===== config.mk =====
export PLATFORM = sky130hd
export DESIGN_NAME = spm_top
export DESIGN_NICKNAME = d
export VERILOG_FILES = /design/src/hw/spm_pkg.sv /design/src/hw/spm_part.sv /design/src/hw/spm_top.sv
export SDC_FILE = /design/constraint.sdc
export NUM_CORES = 2
export LEC_CHECK = 0
export BUFFER_PORTS_ARGS = -buffer_cell sky130_fd_sc_hd__buf_4
export CAP_MARGIN = 20
export CORE_UTILIZATION = 35
export CTS_CLUSTER_DIAMETER = 150
export DETAILED_ROUTE_END_ITERATION = 6
export HOLD_SLACK_MARGIN = 0.03
export PLACE_DENSITY = 0.52
export SYNTH_ARGS = -nofsm -noshare
export SYNTH_HDL_FRONTEND = slang
export SYNTH_SLANG_ARGS = --single-unit
export TNS_END_PERCENT = 50

===== constraint.sdc =====
create_clock -name clk_sys -period 3.95 [get_ports clk_sys]
set_clock_uncertainty 0.15 [all_clocks]
set_input_delay 0.1975 -clock clk_sys [delete_from_list [all_inputs] [get_ports clk_sys]]
set_output_delay 0.1975 -clock clk_sys [all_outputs]
set_load 0.01 [all_outputs]

===== src/hw/spm_pkg.sv =====
package spm_pkg;

   // Sizes
   localparam int NPART = 16;
   localparam int NPORT = 16;
   localparam int AXI_AW = 8;

   // Partition state codes; code 2'h3 is reserved and writes of it are ignored
   localparam logic [1:0] ST_DIS = 2'h0;
   localparam logic [1:0] ST_FR = 2'h1;
   localparam logic [1:0] ST_ACT = 2'h2;
   localparam logic [1:0] ST_RSVD = 2'h3;
   localparam logic [1:0] ST_RST_VAL = ST_ACT;

   // Port mode codes
   localparam logic [1:0] PM_DIS = 2'h0;
   localparam logic [1:0] PM_UNATT = 2'h1;
   localparam logic [1:0] PM_US = 2'h2;
   localparam logic [1:0] PM_DS = 2'h3;
   localparam logic [1:0] PM_RST_VAL = PM_UNATT;

   // Address map: region in addr[7:6], index in addr[5:2]
   localparam logic [1:0] RG_PCTL = 2'h0;
   localparam logic [1:0] RG_PSTS = 2'h1;
   localparam logic [1:0] RG_PORT = 2'h2;
   localparam logic [1:0] RG_MISC = 2'h3;
   localparam logic [3:0] MX_RDRAIN = 4'h0;
   localparam logic [3:0] MX_SEDLY = 4'h1;
   localparam logic [3:0] MX_MCDLY = 4'h2;
   localparam logic [3:0] MX_USBR = 4'h3;
   localparam logic [3:0] MX_PINEN = 4'h4;

   // Field positions
   localparam int CT_STATE_LSB = 0;
   localparam int CT_DLHR_BIT = 2;
   localparam int SS_US_BIT = 0;
   localparam int SS_USN_LSB = 4;
   localparam int SS_CI_BIT = 8;
   localparam int SS_CC_BIT = 9;
   localparam int PC_MODE_LSB = 0;
   localparam int PC_SEL_LSB = 4;

   // Timing
   localparam int CLK_PERIOD_NS = 25;
   localparam int RD_TIME_US = 250;
   localparam int RD_CYC_DEF = (RD_TIME_US * 1000 + CLK_PERIOD_NS - 1) / CLK_PERIOD_NS;
   localparam logic [15:0] SE_CYC_DEF = 16'h0004;
   localparam logic [15:0] MC_CYC_DEF = 16'h0010;
   localparam logic [15:0] USBR_DEF = 16'h0010;

   // Bus responses
   localparam logic [1:0] RESP_OKAY = 2'h0;
   localparam logic [1:0] RESP_SLVERR = 2'h2;

endpackage


===== src/hw/spm_part.sv =====
`timescale 1ns/1ps
`default_nettype none
module spm_part (
   // Clock and reset
   input wire logic clk_sys,
   input wire logic arst_n,
   // State change requests
   input wire logic wr_state,
   input wire logic [1:0] new_state,
   input wire logic clr_ci,
   input wire logic clr_cc,
   input wire logic pin_rst,
   input wire logic has_ports,
   // Timer values in cycles
   input wire logic [15:0] se_delay,
   input wire logic [15:0] rd_delay,
   input wire logic [15:0] mc_delay,
   // State and status
   output logic [1:0] state_q,
   output logic ci_q,
   output logic cc_q,
   output logic part_rst
);
   import spm_pkg::*;

   typedef enum logic [3:0] {
      PH_IDLE = 4'h1,
      PH_DRAIN = 4'h2,
      PH_MODE = 4'h4,
      PH_PIN = 4'h8
   } spm_phase_t;

   spm_phase_t phase_q;
   logic [15:0] cnt_q;
   logic [1:0] from_q;
   logic mode_alt_q;
   logic accept;
   logic pin_hold;
   logic done;

   assign accept = wr_state && (new_state != ST_RSVD);
   assign pin_hold = pin_rst && (state_q == ST_ACT) && (from_q != ST_ACT);
   assign done = (phase_q == PH_PIN) && !pin_hold;
   assign part_rst = (state_q == ST_FR) || pin_rst;

   ////////////////////////////////////////////////////////////////////////////
   // State register and sequencing
   always_ff @(posedge clk_sys or negedge arst_n) begin
      if (!arst_n) begin
         state_q <= ST_RST_VAL;
         from_q <= ST_RST_VAL;
         mode_alt_q <= 1'b0;
         cnt_q <= 16'h0000;
         phase_q <= PH_IDLE;
      end else if (accept) begin
         state_q <= new_state;
         from_q <= state_q;
         // Port modes change on entering or leaving disabled
         mode_alt_q <= has_ports && ((new_state == ST_DIS) != (state_q == ST_DIS));
         // Reset entry waits the drain time
         cnt_q <= (new_state == ST_FR) ? rd_delay : se_delay;
         phase_q <= PH_DRAIN;
      end else begin
         case (phase_q)
            PH_DRAIN: begin
               if (cnt_q == 16'h0000) begin
                  cnt_q <= mc_delay;
                  phase_q <= mode_alt_q ? PH_MODE : PH_PIN;
               end else begin
                  cnt_q <= 16'(cnt_q - 16'h0001);
               end
            end
            PH_MODE: begin
               if (cnt_q == 16'h0000) begin
                  phase_q <= PH_PIN;
               end else begin
                  cnt_q <= 16'(cnt_q - 16'h0001);
               end
            end
            PH_PIN: begin
               if (!pin_hold) begin
                  phase_q <= PH_IDLE;
               end
            end
            default: phase_q <= PH_IDLE;
         endcase
      end
   end

   ////////////////////////////////////////////////////////////////////////////
   // Initiated and completed flags
   // Sticky; a write clears completed first
   always_ff @(posedge clk_sys or negedge arst_n) begin
      if (!arst_n) begin
         ci_q <= 1'b0;
         cc_q <= 1'b0;
      end else begin
         if (accept) begin
            ci_q <= 1'b1;
         end else if (clr_ci) begin
            ci_q <= 1'b0;
         end
         // Completion beats a software clear in the same cycle
         if (accept) begin
            cc_q <= 1'b0;
         end else if (done) begin
            cc_q <= 1'b1;
         end else if (clr_cc) begin
            cc_q <= 1'b0;
         end
      end
   end
endmodule
`default_nettype wire


===== src/hw/spm_top.sv =====
// The AXI4-Lite slave port and the address map were chosen for this implementation.
`timescale 1ns/1ps
`default_nettype none
module spm_top #(
   parameter logic [15:0] RESET_DRAIN_CYC = 16'(spm_pkg::RD_CYC_DEF)
) (
   // Clock and reset
   input wire logic clk_sys,
   input wire logic arst_n,
   // AXI4-Lite write
   input wire logic [spm_pkg::AXI_AW-1:0] s_axi_awaddr,
   input wire logic s_axi_awvalid,
   output logic s_axi_awready,
   input wire logic [31:0] s_axi_wdata,
   input wire logic [3:0] s_axi_wstrb,
   input wire logic s_axi_wvalid,
   output logic s_axi_wready,
   output logic [1:0] s_axi_bresp,
   output logic s_axi_bvalid,
   input wire logic s_axi_bready,
   // AXI4-Lite read
   input wire logic [spm_pkg::AXI_AW-1:0] s_axi_araddr,
   input wire logic s_axi_arvalid,
   output logic s_axi_arready,
   output logic [31:0] s_axi_rdata,
   output logic [1:0] s_axi_rresp,
   output logic s_axi_rvalid,
   input wire logic s_axi_rready,
   // Partition reset pins
   input wire logic [spm_pkg::NPART-1:0] partition_reset_pin_n,
   // TLP classification
   input wire logic tlp_valid,
   input wire logic [3:0] tlp_port,
   input wire logic tlp_is_cpl,
   input wire logic tlp_cfg_to_us,
   input wire logic tlp_to_ds,
   input wire logic tlp_to_root,
   output logic tlp_done,
   output logic tlp_fwd,
   output logic tlp_ur,
   output logic tlp_drop,
   // Port control
   output logic [spm_pkg::NPORT-1:0][1:0] port_mode_eff,
   output logic [spm_pkg::NPORT-1:0] port_fund_rst,
   output logic [spm_pkg::NPORT-1:0] port_aspm_free
);
   import spm_pkg::*;

   logic aw_have_q;
   logic w_have_q;
   logic [AXI_AW-1:0] awaddr_q;
   logic [31:0] wdata_q;
   logic [3:0] wstrb_q;
   logic do_wr;
   logic [1:0] wr_rg;
   logic [3:0] wr_ix;
   logic wr_hit;
   logic [31:0] rd_word;
   logic rd_hit;
   logic [NPORT-1:0][1:0] pmode_q;
   logic [NPORT-1:0][3:0] psel_q;
   logic [NPART-1:0] dlhr_q;
   logic [15:0] rdrain_q, sedly_q, mcdly_q, usbr_q;
   logic [NPART-1:0] pin_en_q;
   logic [NPART-1:0][1:0] pstate;
   logic [NPART-1:0] ci, cc, prst, pin_rst;
   logic [NPART-1:0] has_us, has_ds;
   logic [NPART-1:0][3:0] us_num;
   logic [NPART-1:0] wr_ctl, clr_ci, clr_cc;
   logic [3:0] tp;
   logic t_att;
   function automatic logic [31:0] merge(input logic [31:0] old, input logic [31:0] nw,
                                         input logic [3:0] strb);
      logic [31:0] m;
      m = {{8{strb[3]}}, {8{strb[2]}}, {8{strb[1]}}, {8{strb[0]}}};
      return (old & ~m) | (nw & m);
   endfunction

   ////////////////////////////////////////////////////////////////////////////
   // Write channel: address and data taken in either order
   assign s_axi_awready = !aw_have_q;
   assign s_axi_wready = !w_have_q;
   assign do_wr = aw_have_q && w_have_q && !s_axi_bvalid;
   assign wr_rg = awaddr_q[7:6];
   assign wr_ix = awaddr_q[5:2];
   assign wr_hit = (wr_rg != RG_MISC) || (wr_ix <= MX_PINEN);

   always_ff @(posedge clk_sys or negedge arst_n) begin
      if (!arst_n) begin
         aw_have_q <= 1'b0;
         w_have_q <= 1'b0;
         awaddr_q <= '0;
         wdata_q <= 32'h00000000;
         wstrb_q <= 4'h0;
         s_axi_bvalid <= 1'b0;
         s_axi_bresp <= RESP_OKAY;
      end else begin
         if (s_axi_awvalid && s_axi_awready) begin
            aw_have_q <= 1'b1;
            awaddr_q <= s_axi_awaddr;
         end else if (do_wr) begin
            aw_have_q <= 1'b0;
         end
         if (s_axi_wvalid && s_axi_wready) begin
            w_have_q <= 1'b1;
            wdata_q <= s_axi_wdata;
            wstrb_q <= s_axi_wstrb;
         end else if (do_wr) begin
            w_have_q <= 1'b0;
         end
         if (do_wr) begin
            s_axi_bvalid <= 1'b1;
            s_axi_bresp <= wr_hit ? RESP_OKAY : RESP_SLVERR;
         end else if (s_axi_bready) begin
            s_axi_bvalid <= 1'b0;
         end
      end
   end

   ////////////////////////////////////////////////////////////////////////////
   // Write strobes into the partition engines
   always_comb begin
      wr_ctl = '0;
      clr_ci = '0;
      clr_cc = '0;
      if (do_wr && wr_rg == RG_PCTL) begin
         wr_ctl[wr_ix] = wstrb_q[0];
      end else if (do_wr && wr_rg == RG_PSTS && wstrb_q[1]) begin
         clr_ci[wr_ix] = wdata_q[SS_CI_BIT];
         clr_cc[wr_ix] = wdata_q[SS_CC_BIT];
      end
   end
   // Configuration registers
   always_ff @(posedge clk_sys or negedge arst_n) begin
      if (!arst_n) begin
         pmode_q <= {NPORT{PM_RST_VAL}};
         psel_q <= '0;
         dlhr_q <= '0;
         rdrain_q <= 16'h0000;
         sedly_q <= SE_CYC_DEF;
         mcdly_q <= MC_CYC_DEF;
         usbr_q <= USBR_DEF;
         pin_en_q <= '0;
      end else if (do_wr) begin
         if (wr_rg == RG_PCTL && wstrb_q[0]) begin
            dlhr_q[wr_ix] <= wdata_q[CT_DLHR_BIT];
         end else if (wr_rg == RG_PORT && wstrb_q[0]) begin
            pmode_q[wr_ix] <= wdata_q[PC_MODE_LSB +: 2];
            psel_q[wr_ix] <= wdata_q[PC_SEL_LSB +: 4];
         end else if (wr_rg == RG_MISC && wr_ix == MX_RDRAIN) begin
            rdrain_q <= 16'(merge({16'h0000, rdrain_q}, wdata_q, wstrb_q));
         end else if (wr_rg == RG_MISC && wr_ix == MX_SEDLY) begin
            sedly_q <= 16'(merge({16'h0000, sedly_q}, wdata_q, wstrb_q));
         end else if (wr_rg == RG_MISC && wr_ix == MX_MCDLY) begin
            mcdly_q <= 16'(merge({16'h0000, mcdly_q}, wdata_q, wstrb_q));
         end else if (wr_rg == RG_MISC && wr_ix == MX_USBR) begin
            usbr_q <= 16'(merge({16'h0000, usbr_q}, wdata_q, wstrb_q));
         end else if (wr_rg == RG_MISC && wr_ix == MX_PINEN) begin
            pin_en_q <= 16'(merge({16'h0000, pin_en_q}, wdata_q, wstrb_q));
         end
      end
   end

   ////////////////////////////////////////////////////////////////////////////
   // Read channel, answered one cycle after the address is taken
   assign s_axi_arready = !s_axi_rvalid;
   always_comb begin
      rd_word = 32'h00000000;
      rd_hit = 1'b1;
      if (s_axi_araddr[7:6] == RG_PCTL) begin
         rd_word[CT_STATE_LSB +: 2] = pstate[s_axi_araddr[5:2]];
         rd_word[CT_DLHR_BIT] = dlhr_q[s_axi_araddr[5:2]];
      end else if (s_axi_araddr[7:6] == RG_PSTS) begin
         rd_word[SS_US_BIT] = has_us[s_axi_araddr[5:2]];
         rd_word[SS_USN_LSB +: 4] = has_us[s_axi_araddr[5:2]] ? us_num[s_axi_araddr[5:2]] : 4'h0;
         rd_word[SS_CI_BIT] = ci[s_axi_araddr[5:2]];
         rd_word[SS_CC_BIT] = cc[s_axi_araddr[5:2]];
      end else if (s_axi_araddr[7:6] == RG_PORT) begin
         rd_word[PC_MODE_LSB +: 2] = pmode_q[s_axi_araddr[5:2]];
         rd_word[PC_SEL_LSB +: 4] = psel_q[s_axi_araddr[5:2]];
      end else if (s_axi_araddr[5:2] == MX_RDRAIN) begin
         rd_word[15:0] = rdrain_q;
      end else if (s_axi_araddr[5:2] == MX_SEDLY) begin
         rd_word[15:0] = sedly_q;
      end else if (s_axi_araddr[5:2] == MX_MCDLY) begin
         rd_word[15:0] = mcdly_q;
      end else if (s_axi_araddr[5:2] == MX_USBR) begin
         rd_word[15:0] = usbr_q;
      end else if (s_axi_araddr[5:2] == MX_PINEN) begin
         rd_word[15:0] = pin_en_q;
      end else begin
         rd_hit = 1'b0;
      end
   end

   always_ff @(posedge clk_sys or negedge arst_n) begin
      if (!arst_n) begin
         s_axi_rvalid <= 1'b0;
         s_axi_rdata <= 32'h00000000;
         s_axi_rresp <= RESP_OKAY;
      end else if (s_axi_arvalid && s_axi_arready) begin
         s_axi_rvalid <= 1'b1;
         s_axi_rdata <= rd_word;
         s_axi_rresp <= rd_hit ? RESP_OKAY : RESP_SLVERR;
      end else if (s_axi_rready) begin
         s_axi_rvalid <= 1'b0;
      end
   end

   ////////////////////////////////////////////////////////////////////////////
   // Port attachment per partition
   // Lowest numbered upstream port wins if software sets up two
   always_comb begin
      has_us = '0;
      has_ds = '0;
      us_num = '0;
      for (int i = NPORT - 1; i >= 0; i--) begin
         if (pmode_q[i] == PM_US) begin
            has_us[psel_q[i]] = 1'b1;
            us_num[psel_q[i]] = 4'(i);
         end
         if (pmode_q[i] == PM_DS) begin
            has_ds[psel_q[i]] = 1'b1;
         end
      end
   end

   for (genvar p = 0; p < NPART; p++) begin : g_part
      assign pin_rst[p] = pin_en_q[p] && !partition_reset_pin_n[p];
      spm_part u_part (
         .clk_sys(clk_sys),
         .arst_n(arst_n),
         .wr_state(wr_ctl[p]),
         .new_state(wdata_q[CT_STATE_LSB +: 2]),
         .clr_ci(clr_ci[p]),
         .clr_cc(clr_cc[p]),
         .pin_rst(pin_rst[p]),
         .has_ports(has_us[p] || has_ds[p]),
         .se_delay(sedly_q),
         .rd_delay((rdrain_q == 16'h0000) ? RESET_DRAIN_CYC : rdrain_q),
         .mc_delay(mcdly_q),
         .state_q(pstate[p]),
         .ci_q(ci[p]),
         .cc_q(cc[p]),
         .part_rst(prst[p])
      );
   end

   ////////////////////////////////////////////////////////////////////////////
   // Per-port effective mode, reset and power freedom
   always_ff @(posedge clk_sys or negedge arst_n) begin
      if (!arst_n) begin
         port_mode_eff <= {NPORT{PM_RST_VAL}};
         port_fund_rst <= '0;
         port_aspm_free <= '0;
      end else begin
         for (int i = 0; i < NPORT; i++) begin
            if ((pmode_q[i] == PM_US || pmode_q[i] == PM_DS) && pstate[psel_q[i]] == ST_DIS) begin
               port_mode_eff[i] <= PM_DIS;
            end else begin
               port_mode_eff[i] <= pmode_q[i];
            end
            port_fund_rst[i] <= (pmode_q[i] == PM_US || pmode_q[i] == PM_DS) && prst[psel_q[i]];
            port_aspm_free[i] <= (pmode_q[i] == PM_US && !has_ds[psel_q[i]]) ||
                                 (pmode_q[i] == PM_DS && !has_us[psel_q[i]]);
         end
      end
   end

   ////////////////////////////////////////////////////////////////////////////
   // TLP handling; unattached ports give no forward or UR and the TLP is dropped
   assign tp = psel_q[tlp_port];
   assign t_att = (pmode_q[tlp_port] == PM_US) || (pmode_q[tlp_port] == PM_DS);

   always_ff @(posedge clk_sys or negedge arst_n) begin
      if (!arst_n) begin
         tlp_done <= 1'b0;
         tlp_fwd <= 1'b0;
         tlp_ur <= 1'b0;
         tlp_drop <= 1'b0;
      end else begin
         tlp_done <= tlp_valid;
         tlp_fwd <= 1'b0;
         tlp_ur <= 1'b0;
         tlp_drop <= 1'b0;
         if (tlp_valid && !t_att) begin
            tlp_drop <= 1'b1;
         end else if (tlp_valid && has_us[tp] && !has_ds[tp]) begin
            // Only config to the upstream port passes
            tlp_ur <= tlp_is_cpl || !tlp_cfg_to_us;
            tlp_fwd <= !tlp_is_cpl && tlp_cfg_to_us;
         end else if (tlp_valid && !has_us[tp]) begin
            tlp_drop <= tlp_to_root;
            tlp_fwd <= !tlp_to_root && tlp_to_ds;
            tlp_ur <= !tlp_to_root && !tlp_to_ds;
         end else if (tlp_valid) begin
            tlp_fwd <= 1'b1;
         end
      end
   end

   for (genvar g = 0; g < NPORT; g++) begin : g_chk

   end
endmodule
`default_nettype wire


==> impl_results.md <==
* Outcome: finished, violations left
* Failing checks: DRC, setup timing
* Fin Setup TNS at -0.0301 ns
* Drt drc at 1
* Fillcell total at 16700
* Final worst-path cycle share at 1.01
* Initial DRC Count at between 8000 and 9000
* Post-detail-place hpwl at 286000 um
* Post-synthesis async set-or-reset flop share at 1.00
* CTS tree: built
* Slew Viols, Final at 0
* Worst Setup EP: port_aspm_free[9]$_DFF_PN0_
* Worst r2r path cells at 11
* Io pins at about 190
* Avg Cell Area, Syn at a little over 8 sq um
* Lkg Pwr at 28.7 nW
* VDD IR max at approximately 0.65 mV
* Root buffer selected by CTS: clkbuf_16
* Final core occ at 0.431
* Unrepaired setup endpoints after global routing: no
* Die width at between 400 and 500 um
* # clock sinks at 738
* Worst r2r src: pmode_q[18]$_DFFE_PN1P_
* Post-synth EDFFs at 0
* Reg-to-reg critical path endpoint: port_aspm_free[9]$_DFF_PN0_
* NumNets Final at around 7800
* Initial Util at 0.353
* Core area at around 0.17 sq mm
* Stages on worst setup path at 11
* Syn. warnings at 0
* DRT Wirelength at 381000 um
* Mapped cell area at ~0.059 sq mm
* Largest family of logic cells by synthesized area: compound AO/OA/AOI/OAI gates
* Type of origin of the critical path: flop
* Most common cell in the netlist: nor2_1
* Synth Area in Compound Gates at 0.266
* Top cell family by delay on the critical path: simple AND/OR/NAND/NOR gates
* Critical path's slowest cell: nor4_2
* Simple-gate share of the synthesized area at 0.219
* Netlist cell types at 107
* Global-route wire length before repair at between 500000 and 600000 um
* WP buf/inv at 2
* Worst Tran Pin Value at 1.25 ns
* DRT Pass-1 Iters at 7
* Register area share after synthesis at 0.315
* Die Footprint at roughly 0.17 sq mm
* Top cell type's share of synthesized area at 0.278
* Die H at 413 um
* Pin count of the biggest net entering global routing at roughly 90
* DR vias at ~67000
* Post-CTS Setup Bufs at 0
* Worst setup startpoint: pmode_q[18]$_DFFE_PN1P_
* Area contributors post-synth: dfrtp_1, mux4_2, nor2_1, o21ai_0, a21oi_1
* Grt ovf at 0
* Gr usage total at 0.437
* Worst-path clk slew at 0.06 ns
* CTS buffer count at 93
* Worst skew pair latency at 0.78 ns
* Initial antenna violation count at 35
* Final-report hold violation count at 0
* Routed len/inst at 38.3 um
* Crit-path max FO at 7
* Max Freq at about 0.25 GHz
* RePlAce Congestion at 1.06
* H-tree depth at 3
* Slew margin rel. at 0.166
* Share of cells above drive strength 1 at 0.245
* Worst hold path type: input port to flop
* Post-route minimum period at 3.98 ns
* CTS max path bufs at 3
* Synth area leader: dfrtp_1
* Vias in the first global route at 61700
* Setup violators final at 2
* Setup crit end kind: flop
* Row count at 150
* Data arrival, critical path at roughly 4.5 ns
* Most common library cells after synthesis: nor2_1, dfrtp_1, nand2_1, o21ai_0, a21oi_1
* Multiplexer share of the synthesized area at 0.120
* PortBufs at 152
* PwrDens at 791 mW/mm^2
* Cells after synthesis at between 7000 and 8000
* Xor/xnor share of the synthesized area at 0.00964
* Syn-to-layout area delta at 22.1%
* R2R Setup Slk at -0.03 ns
* Drt via density at ~6.7
* Max Cap Violations at 0
* Adder-cell area share of the yosys netlist at 0.00678
* Antenna viol nets, final at 0
* Setup CP Type: flop to flop
* Worst path cell trace: nand4bb_1 -> o22ai_1 -> nor4_2 -> nand3_1 -> buf_12 -> mux4_2 -> o21ai_0 -> o211ai_1 -> a21o_1 -> a22oi_2 -> buf_4
* Synth Register Bits at 738
* CP peak stage delay at a little under 0.6 ns
* Final worst slack at -0.0293 ns
* Critical Path RT at roughly 4.5 ns
* Post-synth top flop: dfrtp_1
## worst min-delay path by stage
stage,to,slack (ns),from,cells after the start
2_1_floorplan,asynchronous set/reset pin,-0.25,arst_n,0
3_3_place_gp,psel_q[29]$_DFFE_PN0P_,0.11,arst_n,1
5_1_grt,wdata_q[3]$_DFFE_PN0P_,0.08,s_axi_wdata[3],3
3_5_place_dp,psel_q[29]$_DFFE_PN0P_,0.11,arst_n,1
4_1_cts,wdata_q[14]$_DFFE_PN0P_,0.03,s_axi_wdata[14],3
6_report,w_have_q$_DFFE_PN0P_,0.07,s_axi_wvalid,4
## area by class of cell
class                           count  area [sq um]  share of cell area
Clock inverter                     34           405             0.00562
Multi-Input combinational cell   5486         37200               0.516
Sequential cell                   738         18600               0.258
Clock buffer                      138          2740              0.0380
Antenna cell                       22          55.1            0.000764
Inverter                          203           762              0.0106
Timing Repair Buffer             1136          9580               0.133
Tap cell                         2204          2760              0.0383
## repair_timing
action | CTS | global route
gates resized for setup | 3 | 12
endpoints found under the setup margin | 4 | 8
cloned | 0 | 0
endpoints found under the hold margin | 700 | 0
hold buffers | 49 | 0
## layer usage
layer	share of wire	vias to the layer above	track usage
met5	0.00032	-	0
met4	0.093	18	0.351
met3	0.091	1280	0.0985
met2	0.43	4281	0.660
met1	0.38	33100	0.535
li1	-	28000	-
## cell families (layout without fill, tap and decap cells)
logic type | Yosys count | in the layout
and+or+nand+nor | 2519 | 2519
DFF | 738 | 738
buffers and inverters | 922 | 1511
other | 1 | 40
adders and majority gates | 32 | 32
muxes | 449 | 449
xor gates and xnor gates | 65 | 65
AOI/OAI and AO/OA | 2403 | 2403
## where the power goes
group	leakage, nW	switching, mW	internal (mW)
registers	9.77	2.95	9.23
logic	17.4	23.3	12.4
clock network	1.54	3.91	5.15
## worst reg2reg max path: stages, from the launching register on
cell       delay [ns]
dfstp_2          0.55
nand4bb_1        0.39
o22ai_1          0.19
nor4_2           0.58
nand3_1          0.35
buf_12           0.26
mux4_2           0.46
o21ai_0          0.16
o211ai_1         0.14
a21o_1           0.20
a22oi_2          0.32
buf_4            0.17
## stage by stage
step / std cells / power, mW / hold slack, ns / setup WS, ns / cell area (sq um)
global placement: 9708 / 46.0 / 0.112 / -0.225 / 68100
finish: 9961 / 57.0 / 0.0666 / -0.0293 / 72100
global route: 9940 / 58.6 / 0.0799 / 0.00438 / 72000
detailed placement: 9710 / 46.1 / 0.109 / -0.199 / 68100
floorplan: 7146 / 29.8 / -0.248 / 0.835 / 59100
CTS: 9931 / 55.4 / 0.0312 / 0.0126 / 71800
## layout by cell type (no fill, tap or decap), types with 36 or more instances in the layout
cell and n:
a211oi_1 165, a21oi_1 493, a22oi_1 57, a31oi_1 95, buf_12 64, buf_4 1013, clkbuf_16 95, dfrtp_1 643
dfstp_2 83, dlygate4sd3_1 48, inv_1 196, mux2_2 202, mux2i_1 50, mux4_2 187, nand2_1 565, nand2b_1 134
nand3_1 141, nand3b_1 40, nand4_1 45, nand4b_1 55, nand4bb_1 36, nor2_1 755, nor2b_1 106, nor3_1 185
nor4_1 75, o211ai_1 105, o21ai_0 504, o221ai_1 109, o22a_1 71, o22ai_1 326, o31ai_1 43, or2_2 48
or3_1 78, xnor2_1 37
Power figures use the tool's default switching activity.
